`src/rtl/timer16_map.svh`:
```
// register map, field positions and constants of the sixteen-bit timer/counter
// Contract
// - count is two readable writable byte halves
// - count runs 0000h to FFFFh then wraps
// - wrap sets latched overflow flag bit 0
// - interrupt forwarded only while enable bit 0 set
// - control bit 1 selects timer or counter
// - timer mode counts instruction cycles after prescale
// - counter mode counts rising edges only
// - run enable bit 0 gates counting
// - capture/compare event trigger resets the count
// - oscillator enable forces pins input, read zero
// - prescale select divides by 1, 2, 4, 8
// - timer clock is oscillator over four, sync ignored
// - counter source is oscillator pin or clock pin
// - sync before prescaler; sleep freezes synchronised count only
`ifndef TIMER16_MAP_SVH
`define TIMER16_MAP_SVH
// ----------------------------------------
// byte addresses
// ----------------------------------------
`define ADDR_COUNT_LOW 4'h0
`define ADDR_COUNT_HIGH 4'h1
`define ADDR_CONTROL 4'h2
`define ADDR_FLAG 4'h3
`define ADDR_ENABLE 4'h4
`define ADDR_PORT_DIR 4'h5
`define ADDR_PORT_IN 4'h6
// ----------------------------------------
// fields
// ----------------------------------------
`define CTL_RUN 0
`define CTL_CS 1
`define CTL_SYNC_DIS 2
`define CTL_OSC_EN 3
`define CTL_PS_LO 4
`define CTL_PS_HI 5
`define CTL_MASK 8'h3F
`define FLAG_OVF 0
`define RESET_BYTE 8'h00
`define RESET_DIR 2'h3
`define INSN_DIV 2'h3
`endif

```
`src/rtl/timer16_pkg.sv`:
```
// types shared by the timer/counter files
package timer16_pkg;
    typedef struct packed {
        logic [1:0] prescale_select;
        logic oscillator_enable;
        logic sync_disable;
        logic clock_source_select;
        logic run_enable;
    } control_t;
    typedef enum logic [1:0] {
        BUS_IDLE,
        BUS_ACK,
        BUS_GAP
    } bus_state_t;
endpackage

```
`src/rtl/timer16_prescaler.sv`:
```
// input prescaler for the timer/counter, divides increment pulses by 1, 2, 4 or 8
`timescale 1ns/10ps
`default_nettype none
module timer16_prescaler (
    // clock and reset
    input wire logic clk_i,
    input wire logic rst_i,
    // control
    input wire logic clear_i,
    input wire logic [1:0] select_i,
    // pulses
    input wire logic tick_i,
    output logic tick_o
);
    logic [2:0] count;
    logic [2:0] limit;
    // 00 1:1, 01 1:2, 10 1:4, 11 1:8
    assign limit = (3'h1 << select_i) - 3'h1;
    always_ff @(posedge clk_i) begin
        if (rst_i || clear_i) begin
            count <= 3'h0;
            tick_o <= 1'b0;
        end else begin
            tick_o <= 1'b0;
            if (tick_i) begin
                if (count >= limit) begin
                    count <= 3'h0;
                    tick_o <= 1'b1;
                end else begin
                    count <= count + 3'h1;
                end
            end
        end
    end
endmodule
`default_nettype wire

```
`src/rtl/timer16.sv`:
```
// sixteen-bit timer/counter with wishbone register access
`timescale 1ns/10ps
`default_nettype none
`include "timer16_map.svh"
module timer16
    import timer16_pkg::*;
(
    // clock and reset
    input wire logic clk_i,
    input wire logic rst_i,
    // wishbone slave
    input wire logic cyc_i,
    input wire logic stb_i,
    input wire logic we_i,
    input wire logic [3:0] adr_i,
    input wire logic [7:0] dat_i,
    input wire logic sel_i,
    output logic [7:0] dat_o,
    output logic ack_o,
    // counting inputs
    input wire logic special_event_i,
    input wire logic sleep_i,
    input wire logic oscillator_input_pin_i,
    input wire logic external_clock_pin_i,
    // port pins shared with the oscillator
    output logic [1:0] port_oe_o,
    // interrupt
    output logic irq_o
);
    // ----------------------------------------
    // registers and synchronisers
    // ----------------------------------------
    control_t ctl;
    bus_state_t bus_state;
    logic [7:0] count_low_byte;
    logic [7:0] count_high_byte;
    logic overflow_flag;
    logic overflow_irq_enable;
    logic [1:0] port_direction_bits;
    logic [1:0] osc_meta;
    logic [1:0] osc_sync;
    logic [1:0] ext_meta;
    logic [1:0] ext_sync;
    logic src_last;
    logic [1:0] insn_div;
    logic insn_tick;
    logic src_level;
    logic edge_tick;
    logic raw_tick;
    logic ps_tick;
    logic inc;
    logic wrap;
    logic wr;
    logic rd_go;
    logic [7:0] next_dat;

    always_ff @(posedge clk_i) begin
        if (rst_i) begin
            osc_meta <= 2'h0;
            osc_sync <= 2'h0;
            ext_meta <= 2'h0;
            ext_sync <= 2'h0;
        end else begin
            osc_meta <= {osc_meta[0], oscillator_input_pin_i};
            ext_meta <= {ext_meta[0], external_clock_pin_i};
            osc_sync <= {osc_sync[0], osc_meta[1]};
            ext_sync <= {ext_sync[0], ext_meta[1]};
        end
    end

    // ----------------------------------------
    // clock source selection
    // ----------------------------------------
    // instruction cycle is four oscillator periods
    always_ff @(posedge clk_i) begin
        if (rst_i) begin
            insn_div <= 2'h0;
            insn_tick <= 1'b0;
        end else begin
            insn_div <= insn_div + 2'h1;
            insn_tick <= (insn_div == `INSN_DIV);
        end
    end

    // oscillator pin when the oscillator runs, clock pin otherwise
    assign src_level = ctl.oscillator_enable ? osc_sync[1] : ext_sync[1];

    always_ff @(posedge clk_i) begin
        if (rst_i) begin
            src_last <= 1'b0;
        end else begin
            src_last <= src_level;
        end
    end

    assign edge_tick = src_level && !src_last;
    // mode select, sync control unused in timer mode
    assign raw_tick = ctl.clock_source_select ? edge_tick : insn_tick;

    // prescaler keeps running in sleep, so it only sees the run enable
    timer16_prescaler timer16_prescaler_inst (
        .clk_i(clk_i),
        .rst_i(rst_i),
        .clear_i(wr && (adr_i == `ADDR_COUNT_LOW || adr_i == `ADDR_COUNT_HIGH)),
        .select_i(ctl.prescale_select),
        .tick_i(raw_tick && ctl.run_enable),
        .tick_o(ps_tick)
    );

    // synchronised counting freezes in sleep; async external counting goes on
    assign inc = ps_tick && ctl.run_enable &&
        !(sleep_i && !(ctl.clock_source_select && ctl.sync_disable));
    assign wrap = inc && ({count_high_byte, count_low_byte} == 16'hFFFF);

    // ----------------------------------------
    // wishbone slave
    // ----------------------------------------
    // writes land at the edge where the master sees ack, so an abandoned cycle changes nothing
    assign wr = (bus_state == BUS_ACK) && cyc_i && stb_i && we_i && sel_i;
    assign rd_go = (bus_state == BUS_IDLE) && cyc_i && stb_i;

    always_ff @(posedge clk_i) begin
        if (rst_i) begin
            bus_state <= BUS_IDLE;
            ack_o <= 1'b0;
        end else begin
            case (bus_state)
                BUS_IDLE: begin
                    if (rd_go) begin
                        bus_state <= BUS_ACK;
                        ack_o <= 1'b1;
                    end
                end
                BUS_ACK: begin
                    ack_o <= 1'b0;
                    bus_state <= BUS_GAP;
                end
                BUS_GAP: begin
                    if (!(cyc_i && stb_i)) begin
                        bus_state <= BUS_IDLE;
                    end
                end
                default: begin
                    bus_state <= BUS_IDLE;
                    ack_o <= 1'b0;
                end
            endcase
        end
    end

    always_comb begin
        next_dat = `RESET_BYTE;
        case (adr_i)
            `ADDR_COUNT_LOW: next_dat = count_low_byte;
            `ADDR_COUNT_HIGH: next_dat = count_high_byte;
            `ADDR_CONTROL: next_dat = {2'h0, ctl} & `CTL_MASK;
            `ADDR_FLAG: next_dat = {7'h0, overflow_flag};
            `ADDR_ENABLE: next_dat = {7'h0, overflow_irq_enable};
            `ADDR_PORT_DIR: next_dat = {6'h0, port_direction_bits};
            // pins read as zero while the oscillator owns them
            `ADDR_PORT_IN: next_dat = ctl.oscillator_enable ? 8'h00 : {6'h0, osc_sync[1], ext_sync[1]};
            default: next_dat = `RESET_BYTE;
        endcase
    end

    always_ff @(posedge clk_i) begin
        if (rst_i) begin
            dat_o <= `RESET_BYTE;
        end else if (rd_go) begin
            dat_o <= next_dat;
        end
    end

    // ----------------------------------------
    // control registers
    // ----------------------------------------
    always_ff @(posedge clk_i) begin
        if (rst_i) begin
            ctl <= control_t'(6'h00);
            overflow_irq_enable <= 1'b0;
            port_direction_bits <= `RESET_DIR;
        end else if (wr) begin
            if (adr_i == `ADDR_CONTROL) begin
                ctl <= control_t'(dat_i[5:0]);
            end
            if (adr_i == `ADDR_ENABLE) begin
                overflow_irq_enable <= dat_i[`FLAG_OVF];
            end
            if (adr_i == `ADDR_PORT_DIR) begin
                port_direction_bits <= dat_i[1:0];
            end
        end
    end

    // ----------------------------------------
    // count and overflow
    // ----------------------------------------
    // a byte write wins over an increment so software sees exactly what it wrote
    always_ff @(posedge clk_i) begin
        if (rst_i || special_event_i) begin
            count_low_byte <= `RESET_BYTE;
            count_high_byte <= `RESET_BYTE;
        end else if (wr && adr_i == `ADDR_COUNT_LOW) begin
            count_low_byte <= dat_i;
        end else if (wr && adr_i == `ADDR_COUNT_HIGH) begin
            count_high_byte <= dat_i;
        end else if (inc) begin
            {count_high_byte, count_low_byte} <= {count_high_byte, count_low_byte} + 16'h0001;
        end
    end

    // set wins over a write-one clear
    always_ff @(posedge clk_i) begin
        if (rst_i) begin
            overflow_flag <= 1'b0;
        end else if (wrap) begin
            overflow_flag <= 1'b1;
        end else if (wr && adr_i == `ADDR_FLAG && dat_i[`FLAG_OVF]) begin
            overflow_flag <= 1'b0;
        end
    end

    always_ff @(posedge clk_i) begin
        if (rst_i) begin
            irq_o <= 1'b0;
            port_oe_o <= 2'h0;
        end else begin
            irq_o <= (overflow_flag || wrap) && overflow_irq_enable;
            // direction bit 1 means input, as on the port
            port_oe_o <= ctl.oscillator_enable ? 2'h0 : ~port_direction_bits;
        end
    end

    // ----------------------------------------
    // assertions
    // ----------------------------------------
    a_wrap_sets_flag: assert property (@(posedge clk_i) disable iff (rst_i)
        wrap |=> overflow_flag)
        else $error("overflow flag not set after wrap");
    a_wrap_to_zero: assert property (@(posedge clk_i) disable iff (rst_i)
        (wrap && !wr && !special_event_i) |=> ({count_high_byte, count_low_byte} == 16'h0000))
        else $error("count did not wrap to zero");
    a_hold_when_off: assert property (@(posedge clk_i) disable iff (rst_i)
        (!ctl.run_enable && !wr && !special_event_i) |=> $stable({count_high_byte, count_low_byte}))
        else $error("count moved while stopped");
    a_irq_gated: assert property (@(posedge clk_i) disable iff (rst_i)
        irq_o |-> $past(overflow_irq_enable))
        else $error("interrupt without enable");
    a_flag_sticky: assert property (@(posedge clk_i) disable iff (rst_i)
        (overflow_flag && !(wr && adr_i == `ADDR_FLAG)) |=> overflow_flag)
        else $error("overflow flag lost");
    a_event_clears: assert property (@(posedge clk_i) disable iff (rst_i)
        special_event_i |=> ({count_high_byte, count_low_byte} == 16'h0000))
        else $error("special event did not reset count");
    a_osc_pins_in: assert property (@(posedge clk_i) disable iff (rst_i)
        ctl.oscillator_enable |=> (port_oe_o == 2'h0))
        else $error("oscillator pins driven");
    a_rise_only: assert property (@(posedge clk_i) disable iff (rst_i)
        (ctl.clock_source_select && raw_tick) |-> (src_level && !src_last))
        else $error("counted a non-rising edge");
    a_timer_rate: assert property (@(posedge clk_i) disable iff (rst_i)
        (!ctl.clock_source_select && raw_tick) |=> !raw_tick [*3])
        else $error("timer tick faster than one per four clocks");
endmodule
`default_nettype wire

```
`config.mk`:
```
export PLATFORM = sky130hd
export DESIGN_NAME = timer16
export DESIGN_NICKNAME = d
export VERILOG_FILES = /design/src/rtl/timer16_pkg.sv /design/src/rtl/timer16_prescaler.sv /design/src/rtl/timer16.sv
export VERILOG_INCLUDE_DIRS = /design/src /design/src/rtl
export SDC_FILE = /design/constraint.sdc
export NUM_CORES = 1
export LEC_CHECK = 0
export ABC_AREA = 1
export BUFFER_PORTS_ARGS = -buffer_cell sky130_fd_sc_hd__buf_2
export CORE_UTILIZATION = 55
export DETAILED_ROUTE_END_ITERATION = 10
export PLACE_DENSITY = 0.78
export SLEW_MARGIN = 20
export SYNTH_ARGS = -nofsm -noshare
export SYNTH_HDL_FRONTEND = slang
export SYNTH_HIERARCHICAL = 1
export SYNTH_SLANG_ARGS = --single-unit
```
`constraint.sdc`:
```
create_clock -name clk_i -period 1.6 [get_ports clk_i]
set_input_delay 0.08 -clock clk_i [delete_from_list [all_inputs] [get_ports clk_i]]
set_output_delay 0.08 -clock clk_i [all_outputs]
set_load 0.05 [all_outputs]
```
* Word level (Yosys, flattened, before mapping) *
Cells that the tools add are included.

cells by class
  $add $sub $neg = 4
  multipliers = 0
  div/mod/pow operators = 0
  order comparisons = 1
  equality and inequality tests = 13
  shift-type cells = 1
  multiplexer cells = 18
  bitwise gates (word level) = 4
  reductions and logical operators = 41

operators by type and width
  cell                     count
  $pmux W8 S7              1
  $mux W8                  5
  $logic_and A1 B1 Y1      20
  $add A16 B1 Y16 const B  1
  $eq A16 B16 Y1 const B   1
  $reduce_and A2 Y1        7
  $eq A4 B3 Y1 const B     3
  $eq A4 B2 Y1 const B     2
  $mux W1                  6
  $mux W2                  3
  $ne A2 B2 Y1 const B     3
  $pmux W2 S3              1
  $reduce_bool A2 Y1       3
  $eq A2 B2 Y1 const B     2
  $eq A4 B1 Y1 const B     1
  $logic_not A4 Y1         1
  $logic_or A1 B1 Y1       4
  $reduce_or A2 Y1         2
  $add A3 B1 Y3 const B    1
  $ge A3 B3 Y1             1
  $logic_not A1 Y1         3
  $mux W3                  1
  $not A1 Y1               3
  $shl A1 B2 Y3 const A    1
  other kinds (6)          6

word-level totals
  flip-flop bits (word level) = 56
  bits in latches = 0
  RAM bits = 0
  ROM bits = 0
  bits of input ports = 22
  output and inout port bits = 12
  logic and storage cells = 106
  memories = 0

* Depth between registers and ports, before layout *
Gate-level depths: netlist of run 1.

  depth in word-level cells = 9
  depth in mapped cells = 10
  mapped depth without buffers = 9

* By module *
Netlist of run 1, hierarchy kept.

modules (own cells, without submodules)
  module             instances  cells an instance  area an instance (µm²)  sequential area each (µm²)
  timer16            1          410                2693.8                  1041.0
  timer16_prescaler  1          32                 252.7                   80.1

* Least setup slack after synthesis of run 1 *
No wires, ideal clock.

  kind = register to register
  from = register ctl[4] in the netlist's numbering
  to = register timer16_prescaler_inst.count[0]
  library setup time = 116 ps
  data arrival time = 1203 ps
  data required time = 1484 ps
  path slack = 281 ps
  cell stages (with the launch flop) = 10
  buffers on the path = 0
  period minus slack after synthesis = 1319 ps
  cells stage by stage = dfxtp_1 > or2_2 > ha_1 > inv_1 > nand2_1 > nand2_1 > nand2_1 > nand2_1 > nand2_1 > nor2_1

on the way
  longest elaborated chain between the ends = 4

ends and longest elaborated chain
  what                      RTL line                 text
  start: declaration        timer16.sv:33            control_t ctl;
  start signal: assignment  timer16.sv:179           ctl <= control_t'(6'h00);
  start signal: assignment  timer16.sv:184           ctl <= control_t'(dat_i[5:0]);
  $shl A1 B2 Y3             timer16_prescaler.sv:18  assign limit = (3'h1 << select_i) - 3'h1;
  $sub A3 B1 Y3             timer16_prescaler.sv:18
  $ge A3 B3 Y1              timer16_prescaler.sv:26  if (count >= limit) begin
  $mux W3                   timer16_prescaler.sv:26
  end signal: assignment    timer16_prescaler.sv:30  count <= count + 3'h1;
  end: declaration          timer16_prescaler.sv:15  logic [2:0] count;

Every way passes these cells.
A chain may end at the register's enable or synchronous reset.

* Worst setup path in the final report of run 1 *
  from = register bus_state[1]
  to = register count_low_byte[7]

on the way
  longest elaborated chain between the ends = 8
  elaborated cells between the ends (all ways) = 11
  those cells by class = eq/ne (2); mux (1); reduce/logical (8)

ends and longest elaborated chain
  what                                                          RTL line        text
  start: declaration                                            timer16.sv:34   bus_state_t bus_state;
  start signal: assignment                                      timer16.sv:124  bus_state <= BUS_IDLE;
  start signal: assignment                                      timer16.sv:130  bus_state <= BUS_ACK;
  start signal: assignment                                      timer16.sv:136  bus_state <= BUS_GAP;
  $eq A2 B1 Y1 *                                                timer16.sv:119  assign wr = (bus_state == BUS_ACK) && cyc_i && stb_i && we_i && sel_i;
  $logic_and A1 B1 Y1 * (4 in a row)                            timer16.sv:119
  $logic_and A1 B1 Y1 (no line)                                 --
  $ne A2 B2 Y1 (no line) or $reduce_bool A2 Y1 (tied branches)  --
  $reduce_and A2 Y1 (no line)                                   --
  end signal: assignment                                        timer16.sv:201  count_low_byte <= `RESET_BYTE;
  end signal: assignment                                        timer16.sv:204  count_low_byte <= dat_i;
  end signal: assignment                                        timer16.sv:208  {count_high_byte, count_low_byte} <= {count_high_byte, count_low_byte} + 16'h0001;
  end: declaration                                              timer16.sv:35   logic [7:0] count_low_byte;

Every way passes the cells marked *; elsewhere a longest branch is shown, timed or not.

==> results of run 1 <==
area by class of cell:
type | instances | area, um^2 | share of cell area (%)
Timing Repair Buffer | 42 | 240 | 7.21
Clock buffer | 5 | 68.8 | 2.07
Clock inverter | 3 | 27.5 | 0.826
Sequential cell | 56 | 1120 | 33.7
Multi-Input combinational cell | 324 | 1580 | 47.4
Tap cell | 70 | 87.6 | 2.63
Inverter | 55 | 208 | 6.23
cells in the final DEF (no fill, tap or decap), types with 5 or more instances in the layout:
master | synthesis | routed
nand3_1 | 32 | 32
nor3_1 | 5 | 5
a21oi_1 | 26 | 26
clkbuf_8 | 0 | 5
nand2_1 | 120 | 120
nand2_4 | 5 | 5
buf_2 | 1 | 33
buf_4 | 0 | 6
o21ai_0 | 24 | 23
inv_1 | 52 | 52
nand4_1 | 5 | 5
nor2_1 | 69 | 68
nor2_2 | 5 | 6
dfxtp_1 | 56 | 55
ha_1 | 6 | 6
state kept, by name (all words and copies together), names as in the netlist:
register	flops
overflow_irq_enable	1
insn_div	2
count_low_byte	8
port_oe_o	2
insn_tick	1
src_last	1
irq_o	1
ext_meta	2
timer16_prescaler_inst/tick_o	1
ack_o	1
timer16_prescaler_inst/count	3
ext_sync	2
count_high_byte	8
port_direction_bits	2
ctl	6
bus_state	2
osc_meta	2
dat_o	8
osc_sync	2
overflow_flag	1
report_power, final:
part | leakage (nW) | internal (mW) | switching [mW] | total (mW)
logic | 1.03 | 0.0535 | 0.106 | 0.159
registers | 0.454 | 1.41 | 0.00733 | 1.42
clock network | 0.0463 | 0.323 | 0.515 | 0.838
logic make-up after synthesis:
logic type | count (synthesis) | synth area share, %
AND/OR/NAND/NOR | 253 | 37.9
buffers and inverters | 62 | 8.49
AO/OA/AOI/OAI | 59 | 10.9
flip-flops | 56 | 38.0
adder cells (fa/ha/maj) | 6 | 2.55
XOR/XNOR | 5 | 1.74
multiplexers | 1 | 0.340
worst min-delay path: cells and delay by family:
kind            cells  cell delay, ps
simple gates        2             110
buf+inv             1              80
compound gates      1              80
per-stage QoR:
step                setup slack, ps  std cells  cell area [um^2]
finish                          128        555              3330
global route                   2.63        555              3330
CTS                            99.3        555              3330
detailed placement              122        544              3200
global placement                180        544              3200
floorplan                       281        442              2950
worst min-delay path by stage:
stage	to	slack [ps]	cells after the start
2_1_floorplan	ext_meta[0]	190	2
3_3_place_gp	ext_meta[0]	280	3
3_5_place_dp	ext_meta[0]	290	3
4_1_cts	count_low_byte[3]	40	4
5_1_grt	ctl[5]	60	3
6_report	count_low_byte[3]	40	4
per-layer routing:
layer  routed length, um  up-vias  GRT usage (%)  share of wire, %
met5                   0        -              0                 0
met4                 125        0           8.44               1.8
met3                 420       15           3.88               6.1
met2                3290       92           43.2                48
met1                3050     1313           35.0                44
li1                    -     1490              -                 -
timing repair:
item                                   4_1_cts  5_1_grt
hold buffers                                 3        0
setup endpoints to repair                    0        3
endpoints found under the hold margin        5        0
resized for setup                            0        3
==> summary.txt, run 1 <==
Worst setup path
  – RR Startpoint: bus_state[1]
  – CP Class: register to register
  – Worst setup SP type: register
  – Worst path depth: 9
  – R2R setup slack: 130 ps
  – CP max-delay cell: dfxtp_1
  – CP Cell Sequence: inv_1 -> nand3_2 -> nor2_4 -> nand2_4 -> nand2_1 -> nand2_2 -> clkinv_2 -> o21ai_0 -> nor2_1
  – Peak fanout along the critical path: 16
  – Type of destination of the critical path: register
  – Worst setup path endpoint: count_low_byte[7]
  – Worst R2R Path Depth: 9
  – WP data required: 1820 ps
  – CP delay by family, top: simple AND/OR/NAND/NOR gates
  – Critical Path Max Stage Delay: 380 ps
  – R2R Path End: count_low_byte[7]
  – Crit path launch: bus_state[1]
  – Worst Path Buf+Inv: 2
  – Crit path arrival time: 1690 ps

STA
  – Hold Vio Cnt, Final: 0
  – Fin Hold WS: 39.3 ps
  – Setup_tns: 0 ps
  – Fin. max-slew vios: 0
  – Count of final setup violators: 0
  – Relative slew slack: 69.1%
  – Final clock period utilization by the worst path: 92.0%
  – Worst slew pin tran: 464 ps
  – Skew final: 15.5 ps
  – Achievable Freq: 679 MHz
  – Minimum clock period: 1470 ps
  – RSZ-0062 raised after global routing: no

Synth
  – Cell count after synthesis: 442
  – Syn_area_per_cell: 6.67 um^2
  – Yosys reg bits: 56
  – Share of synthesized registers carrying an async set or reset: 0%
  – Synth unique cells: 32
  – Post-synth EDFFs: 0
  – Count leader, synth: nand2_1
  – Seq/Total Area, Yosys: 38.0%
  – Cell Area, Synth: 2950 um^2
  – Largest cells by area after synthesis: dfxtp_1 38%, nand2_1 15%, nor2_1 8.8%
  – Top cells by count, synth: 120 x nand2_1, 69 x nor2_1, 56 x dfxtp_1
  – Area share of the largest cell type after synthesis: 38.0%
  – Leading area contributor after synthesis: dfxtp_1
  – Post-synth top flop: dfxtp_1
  – Post-Syn Nets: 470
  – Yosys Warn Count: 6

Floorplanning
  – Die area: 5650 um^2
  – Ports: 34
  – Die Ht: 75.2 um
  – Initial core utilization: 57.3%
  – Placeable Area: 5140 um^2
  – Die W: 75.2 um
  – # rows: 26

Placed design
  – Routability cong.: 0.938
  – Detail Placement HPWL: 5220 um
  – PortBufs: 33

Pwr
  – Power, Total: 2.41 mW
  – Max IR drop VDD: 0.701 mV
  – Pwr/cell area: 725 nW/um^2
  – Leak Pwr: 1.53 nW

Detailed routing
  – 1st-iter DRT viols: 192
  – Final WL: 6890 um
  – Remaining DRCs: 0
  – Vias: 2910
  – Final ANT Viol Nets: 0
  – Avg WL per Cell: 12.4 um
  – Via density: 5.24
  – DR pass1 iterations: 5

Hold path
  – Worst hold path class: input port to register
  – Worst Min Path Start: special_event_i

GRT
  – Largest net degree at the start of global routing: 27
  – Total GRT Usage: 26.0%
  – GRT overflow: 0
  – Initial antenna violation count: 0
  – First-pass GRT wire length: 11100 um
  – Via count of the first global-routing pass: 2449

Layout
  – Util after Layout: 64.8%
  – FILL cells: 516
  – Layout Nets: 512
  – Synthesis-to-layout area growth: 13.1%
  – Diodes inserted: 0
  – Layout cell share with drive strength beyond 1: 15.7%

Clocking
  – Clk_lat worst skew: 330 ps
  – TritonCTS Buffers: 5
  – Clk sinks: 56
  – Htree depth: 2
  – Clk root buf: clkbuf_8
  – Postcts setup bufs: 0
  – CTS Buffer Depth: 2
  – Reg clk slew, reported paths: 120 ps
  – CTS tree: done

Outcome
  – Status: finished, final reports clean

Flow run
  – Max-Cap Viols: 0
(Power assumes the default switching activity.)
==> run 2, diff against run 1 <==
--- a/config.mk
+++ b/config.mk
@@ -8,11 +8,12 @@
 export LEC_CHECK = 0
 export ABC_AREA = 1
 export BUFFER_PORTS_ARGS = -buffer_cell sky130_fd_sc_hd__buf_2
-export CORE_UTILIZATION = 55
+export CORE_UTILIZATION = 58
 export DETAILED_ROUTE_END_ITERATION = 10
-export PLACE_DENSITY = 0.78
+export PLACE_DENSITY = 0.81
 export SLEW_MARGIN = 20
 export SYNTH_ARGS = -nofsm -noshare
 export SYNTH_HDL_FRONTEND = slang
 export SYNTH_HIERARCHICAL = 1
 export SYNTH_SLANG_ARGS = --single-unit
+export TNS_END_PERCENT = 30
==> constraint.sdc (replaced) <==
create_clock -name clk_i -period 1.4 [get_ports clk_i]
set_input_delay 0.07 -clock clk_i [delete_from_list [all_inputs] [get_ports clk_i]]
set_output_delay 0.07 -clock clk_i [all_outputs]
set_load 0.05 [all_outputs]
==> run 2 against run 1 <==
Net effect: the run now ends with setup timing left; cell count grew 3.8%; flip-flop and latch count stayed put; non-clock buffer count rose by 23; register-to-register slack got worse by 180 ps; clock power increased by 32%; sequential share of layout area fell by 3.7 points.
==> summary.txt, run 2 (synthesized netlist as in run 1, its figures left out) <==
Outcome
  – Status: finished, violations left
  – Failing checks: setup timing

Detailed routing
  – Remaining DRCs: 0
  – Vias: 3133
  – Avg WL per Cell: 14.1 um
  – 1st-iter DRT viols: 340
  – Via density: 5.44
  – Final WL: 8110 um
  – Final ANT Viol Nets: 0
  – DR pass1 iterations: 5

Clocking
  – Clk sinks: 56
  – CTS tree: done
  – Clk root buf: clkbuf_8
  – TritonCTS Buffers: 5
  – CTS Buffer Depth: 2
  – Htree depth: 2
  – Reg clk slew, reported paths: 110 ps
  – Clk_lat worst skew: 330 ps

Pwr
  – Clock power share: 38.0%
  – Leak Pwr: 1.69 nW
  – P_sw: 0.717 mW
  – Share of total power in sequential cells: 55.1%
  – Combinational share of power: 6.9%
  – Power, Total: 2.94 mW
  – Sw frac: 24.4%
  – Pint: 2.22 mW
  – Max IR drop VDD: 0.591 mV
  – Pwr/cell area: 775 nW/um^2

Hold path
  – Worst hold path class: input port to register
  – Worst Min Path Start: dat_i[2]

STA
  – Achievable Freq: 691 MHz
  – Setup slack after layout: -47.9 ps
  – Final clock period utilization by the worst path: 103%
  – Minimum clock period: 1450 ps
  – Setup_tns: -95.8 ps
  – Skew final: 10.3 ps
  – Count of final setup violators: 4
  – Worst slew pin tran: 545 ps
  – Relative slew slack: 63.6%
  – Fin. max-slew vios: 0
  – RSZ-0062 raised after global routing: yes
  – Hold Vio Cnt, Final: 0

Layout
  – Regs by FF count: count_high_byte (8), count_low_byte (8), dat_o (8)
  – Diodes inserted: 0
  – Most frequent cells in the layout: 111 x nand2_1, 52 x nor2_1, 49 x inv_1
  – Sequential Area: 1140 um^2
  – Layout cell share with drive strength beyond 1: 29.1%
  – Final cell count without fillers: 576
  – FILL cells: 355
  – Synthesis-to-layout area growth: 28.6%
  – Post-route design area: 3790 um^2
  – Multi-input combinational cell area: 1760 um^2
  – Commonest non-fill, non-tap cell in the layout: nand2_1
  – Layout Nets: 536

GRT
  – First-pass GRT wire length: 11900 um
  – Total GRT Usage: 29.2%
  – Initial antenna violation count: 0
  – Largest net degree at the start of global routing: 28
  – GRT overflow: 0
  – Via count of the first global-routing pass: 2706

Floorplanning
  – Die Ht: 73.3 um
  – Initial core utilization: 61.2%
  – Die area: 5370 um^2
  – # rows: 25
  – Die W: 73.3 um
  – Placeable Area: 4820 um^2
  – Ports: 34

Worst setup path
  – CP Class: register to register
  – WP data required: 1600 ps
  – Worst setup path endpoint: count_high_byte[2]
  – Worst setup SP type: register
  – Type of destination of the critical path: register
  – Crit path launch: count_low_byte[2]
  – R2R Path End: count_high_byte[2]
  – Peak fanout along the critical path: 7
  – Worst R2R Path Depth: 7
  – Crit path arrival time: 1650 ps
  – R2R setup slack: -50 ps
  – RR Startpoint: count_low_byte[2]

Placed design
  – Detail Placement HPWL: 5520 um
  – PortBufs: 33
  – Post-DP Area: 3370 um^2
  – Pre-CTS setup slack: -72.7 ps
  – Dpl cells: 559
  – Routability cong.: 0.896

Flow run
  – Max-Cap Viols: 0
-- run 2: changes by cell type in the layout (fill, tap and decap cells not counted), moves of 4 or more --
cell	previous run	this run
buf_4	6	24
nor2_1	68	52
dfxtp_1	55	45
dfxtp_2	1	10
nand2_1	120	111
nor2_2	6	15
nor2_4	4	11
nand2_2	3	9
o21ai_0	23	18
nand3_1	32	28
nand3_2	1	5
o21ai_1	1	5
-- run 2: metrics by stage --
step | utilization [%] | hold slack (ps)
3_3_place_gp | 70.0 | 271
5_1_grt | 78.7 | 56.8
2_1_floorplan | - | 177
3_5_place_dp | 70.0 | 288
4_1_cts | 73.4 | 19.5
6_report | 78.7 | 30.0
-- run 2: metal layers --
metal	up-vias	GRT usage [%]	wire length [um]
met5	-	0	0
met4	0	14.6	278
met3	28	5.08	469
met2	116	51.3	4140
met1	1451	34.1	3220
li1	1538	-	-
-- run 2: worst max-delay path, stage by stage (launching register included) --
cell and delay (ps):
dfxtp_1 470, nand2_1 150, nor2_4 160, nand2_2 90
o21ai_0 180, nand3_1 120, nand2_1 90, a21oi_1 60
-- run 2: cell type report --
type                       count  share of cell area, %
tap                           67                   2.21
timing repair buffer          65                   12.5
clock buffer                   5                   1.82
inverter                      55                   5.91
sequential                    56                   30.0
multi-input combinational    325                   46.4
clock inverter                 3                   1.22
-- run 2: worst min-delay path by stage --
stage / to / cells after the start
floorplan: ext_meta[0] / 2
global placement: ext_meta[0] / 3
detailed placement: ext_meta[0] / 3
CTS: ctl[2] / 3
global route: ctl[2] / 3
finish: ctl[2] / 3
-- run 2: power by group through the flow --
stage / Clock, mW / Combinational (mW) / Sequential [mW]
after floorplan: 0 / 0.0867 / 1.66
after global placement: 0 / 0.177 / 1.65
after detailed placement: 0 / 0.182 / 1.66
after CTS: 1.12 / 0.189 / 1.62
after global routing: 1.18 / 0.221 / 1.62
final: 1.11 / 0.204 / 1.62
-- run 2: timing repair --
action,in CTS,in global routing
cloned,0,2
gates resized for setup,8,67
pin swaps,0,18
endpoints found under the setup margin,12,28
hold buffers,2,0
buffers inserted,1,4
hold endpoints to repair,2,0
==> run 3, diff against run 2 <==
--- a/config.mk
+++ b/config.mk
@@ -14,6 +14,5 @@
 export SLEW_MARGIN = 20
 export SYNTH_ARGS = -nofsm -noshare
 export SYNTH_HDL_FRONTEND = slang
-export SYNTH_HIERARCHICAL = 1
 export SYNTH_SLANG_ARGS = --single-unit
 export TNS_END_PERCENT = 30
==> run 3 against run 2 <==
Net effect: the flow still finishes with violations (setup timing); synthesized cell count is 0.90% higher; core utilization increased by 3.3 points; setup slack lost 8.4 ps; critical path type unchanged; largest power group unchanged.
==> summary.txt, run 3 <==
Synth
  – Post-synth EDFFs: 0
  – Post-synth top flop: dfxtp_1
  – Yosys reg bits: 56
  – Syn_area_per_cell: 6.58 um^2
  – Count leader, synth: nand2_1
  – Post-Syn Nets: 474
  – Top cells by count, synth: 109 x nand2_1, 61 x nor2_1, 57 x inv_1
  – Seq/Total Area, Yosys: 38.2%
  – Cell Area, Synth: 2940 um^2
  – Largest cells by area after synthesis: dfxtp_1 38%, nand2_1 14%, nor2_1 7.8%
  – Yosys Warn Count: 0
  – Cell count after synthesis: 446
  – Synth unique cells: 33
  – Leading area contributor after synthesis: dfxtp_1
  – Share of synthesized registers carrying an async set or reset: 0%
  – Area share of the largest cell type after synthesis: 38.2%

STA
  – Skew final: 4.86 ps
  – Hold Vio Cnt, Final: 0
  – Worst slew pin tran: 548 ps
  – Fin Hold WS: 35.8 ps
  – Achievable Freq: 687 MHz
  – Setup slack after layout: -56.3 ps
  – RSZ-0062 raised after global routing: yes
  – Relative slew slack: 63.4%
  – Fin. max-slew vios: 0
  – Setup_tns: -254 ps
  – Final clock period utilization by the worst path: 104%
  – Minimum clock period: 1460 ps
  – Count of final setup violators: 10

Layout
  – Most frequent cells in the layout: 98 x nand2_1, 53 x inv_1, 46 x nor2_1, 46 x dfxtp_1, 39 x nand3_1
  – Layout cell share with drive strength beyond 1: 30.4%
  – Commonest non-fill, non-tap cell in the layout: nand2_1
  – Final cell count without fillers: 586
  – Diodes inserted: 0
  – Util after Layout: 82.0%
  – Regs by FF count: count_high_byte (8), count_low_byte (8), dat_o (8)
  – Post-route design area: 3920 um^2
  – Layout Nets: 546
  – Synthesis-to-layout area growth: 33.6%

Worst setup path
  – Worst setup SP type: register
  – Peak fanout along the critical path: 4
  – WP data required: 1620 ps
  – Crit path arrival time: 1670 ps
  – CP Cell Sequence: or2_4 -> ha_4 -> nand3_2 -> o211ai_1 -> nor2_1 -> nor2_1 -> nor3_1
  – Worst Path Buf+Inv: 0
  – Worst path depth: 7
  – R2R setup slack: -60 ps
  – CP delay by family, top: simple AND/OR/NAND/NOR gates
  – CP most frequent cell: nor2_1
  – CP Class: register to register
  – Worst R2R Path Depth: 7
  – CP max-delay cell: dfxtp_4
  – Critical Path Max Stage Delay: 380 ps
  – Type of destination of the critical path: register

Flow run
  – Max-Cap Viols: 0

Detailed routing
  – Final ANT Viol Nets: 0
  – Remaining DRCs: 0
  – 1st-iter DRT viols: 262
  – Vias: 3334
  – Avg WL per Cell: 15.2 um
  – DR pass1 iterations: 5
  – Via density: 5.69
  – Final WL: 8900 um

GRT
  – Met1 usage: 37.4%
  – Via count of the first global-routing pass: 2938
  – Initial antenna violation count: 0
  – M3 GR Usage: 4.83%
  – Total GRT Usage: 31.4%
  – Largest net degree at the start of global routing: 20
  – Met2 usage: 54.6%
  – GRT overflow: 0
  – Grt peak-use layer: met2
  – First-pass GRT wire length: 12800 um

Pwr
  – Max IR drop VDD: 0.703 mV
  – Leak Pwr: 1.71 nW
  – Power, Total: 3.12 mW
  – Pwr/cell area: 795 nW/um^2

Placed design
  – Dpl cells: 571
  – Pre-CTS setup slack: -123 ps
  – Routability cong.: 0.915
  – Post-DP Area: 3390 um^2
  – PortBufs: 33
  – Detail Placement HPWL: 5910 um

Clocking
  – Htree depth: 2
  – Clk sinks: 56
  – Clk_lat worst skew: 320 ps
  – CTS Buffer Depth: 2
  – TritonCTS Buffers: 5
  – Reg clk slew, reported paths: 110 ps
  – Clk root buf: clkbuf_8
  – CTS tree: done

Floorplanning
  – Die W: 73.2 um
  – Die Ht: 73.2 um
  – Initial core utilization: 61.4%
  – Die area: 5350 um^2
  – Placeable Area: 4790 um^2
  – Ports: 34
  – # rows: 25

Hold path
  – Worst hold path class: input port to register
  – Hold Path Stages: 2

Outcome
  – Failing checks: setup timing
  – Status: finished, violations left
## run 3: power breakdown
part	switching (mW)	internal (mW)	total, mW
sequential	0.00831	1.61	1.62
combinational	0.142	0.0674	0.209
clock	0.569	0.721	1.29
## run 3: routing by layer
metal	part of all wire, %	up-vias
li1	-	1578
met1	39	1535
met2	50	184
met3	7.7	37
met4	3.7	0
met5	0	-
## run 3: area by class of cell
cell class | instances | area [um^2]
Clock buffer | 5 | 68.8
Clock inverter | 3 | 68.8
Fill cell | 330 | 863
Inverter | 60 | 233
Multi-Input combinational cell | 324 | 1860
Sequential cell | 56 | 1140
Tap cell | 67 | 83.8
Timing Repair Buffer | 71 | 474
## run 3: kinds of logic after synthesis
kind of cell    count (synthesis)  share of synthesized area, %
buf+inv                        68                          9.20
simple gates                  247                          37.2
flops                          56                          38.2
compound gates                 65                          11.6
fa+ha+maj                       6                          2.56
xor+xnor                        4                          1.19
## run 3: what timing repair did
item	4_1_cts	5_1_grt
hold buffers	2	0
gates resized for setup	22	71
setup endpoints to repair	23	30
setup buffers	1	2
cloned	1	1
pin swaps	9	26
hold endpoints to repair	2	0
## run 3: final timing paths
| path | from | endpoint |
|---|---|---|
| setup / recovery | ctl[5] | timer16_prescaler_inst.count[0] |
| hold / removal | rst_i | dat_o[2] |
| setup reg to reg | ctl[5] | timer16_prescaler_inst.count[0] |
| hold reg to reg | ext_meta[0] | ext_meta[1] |
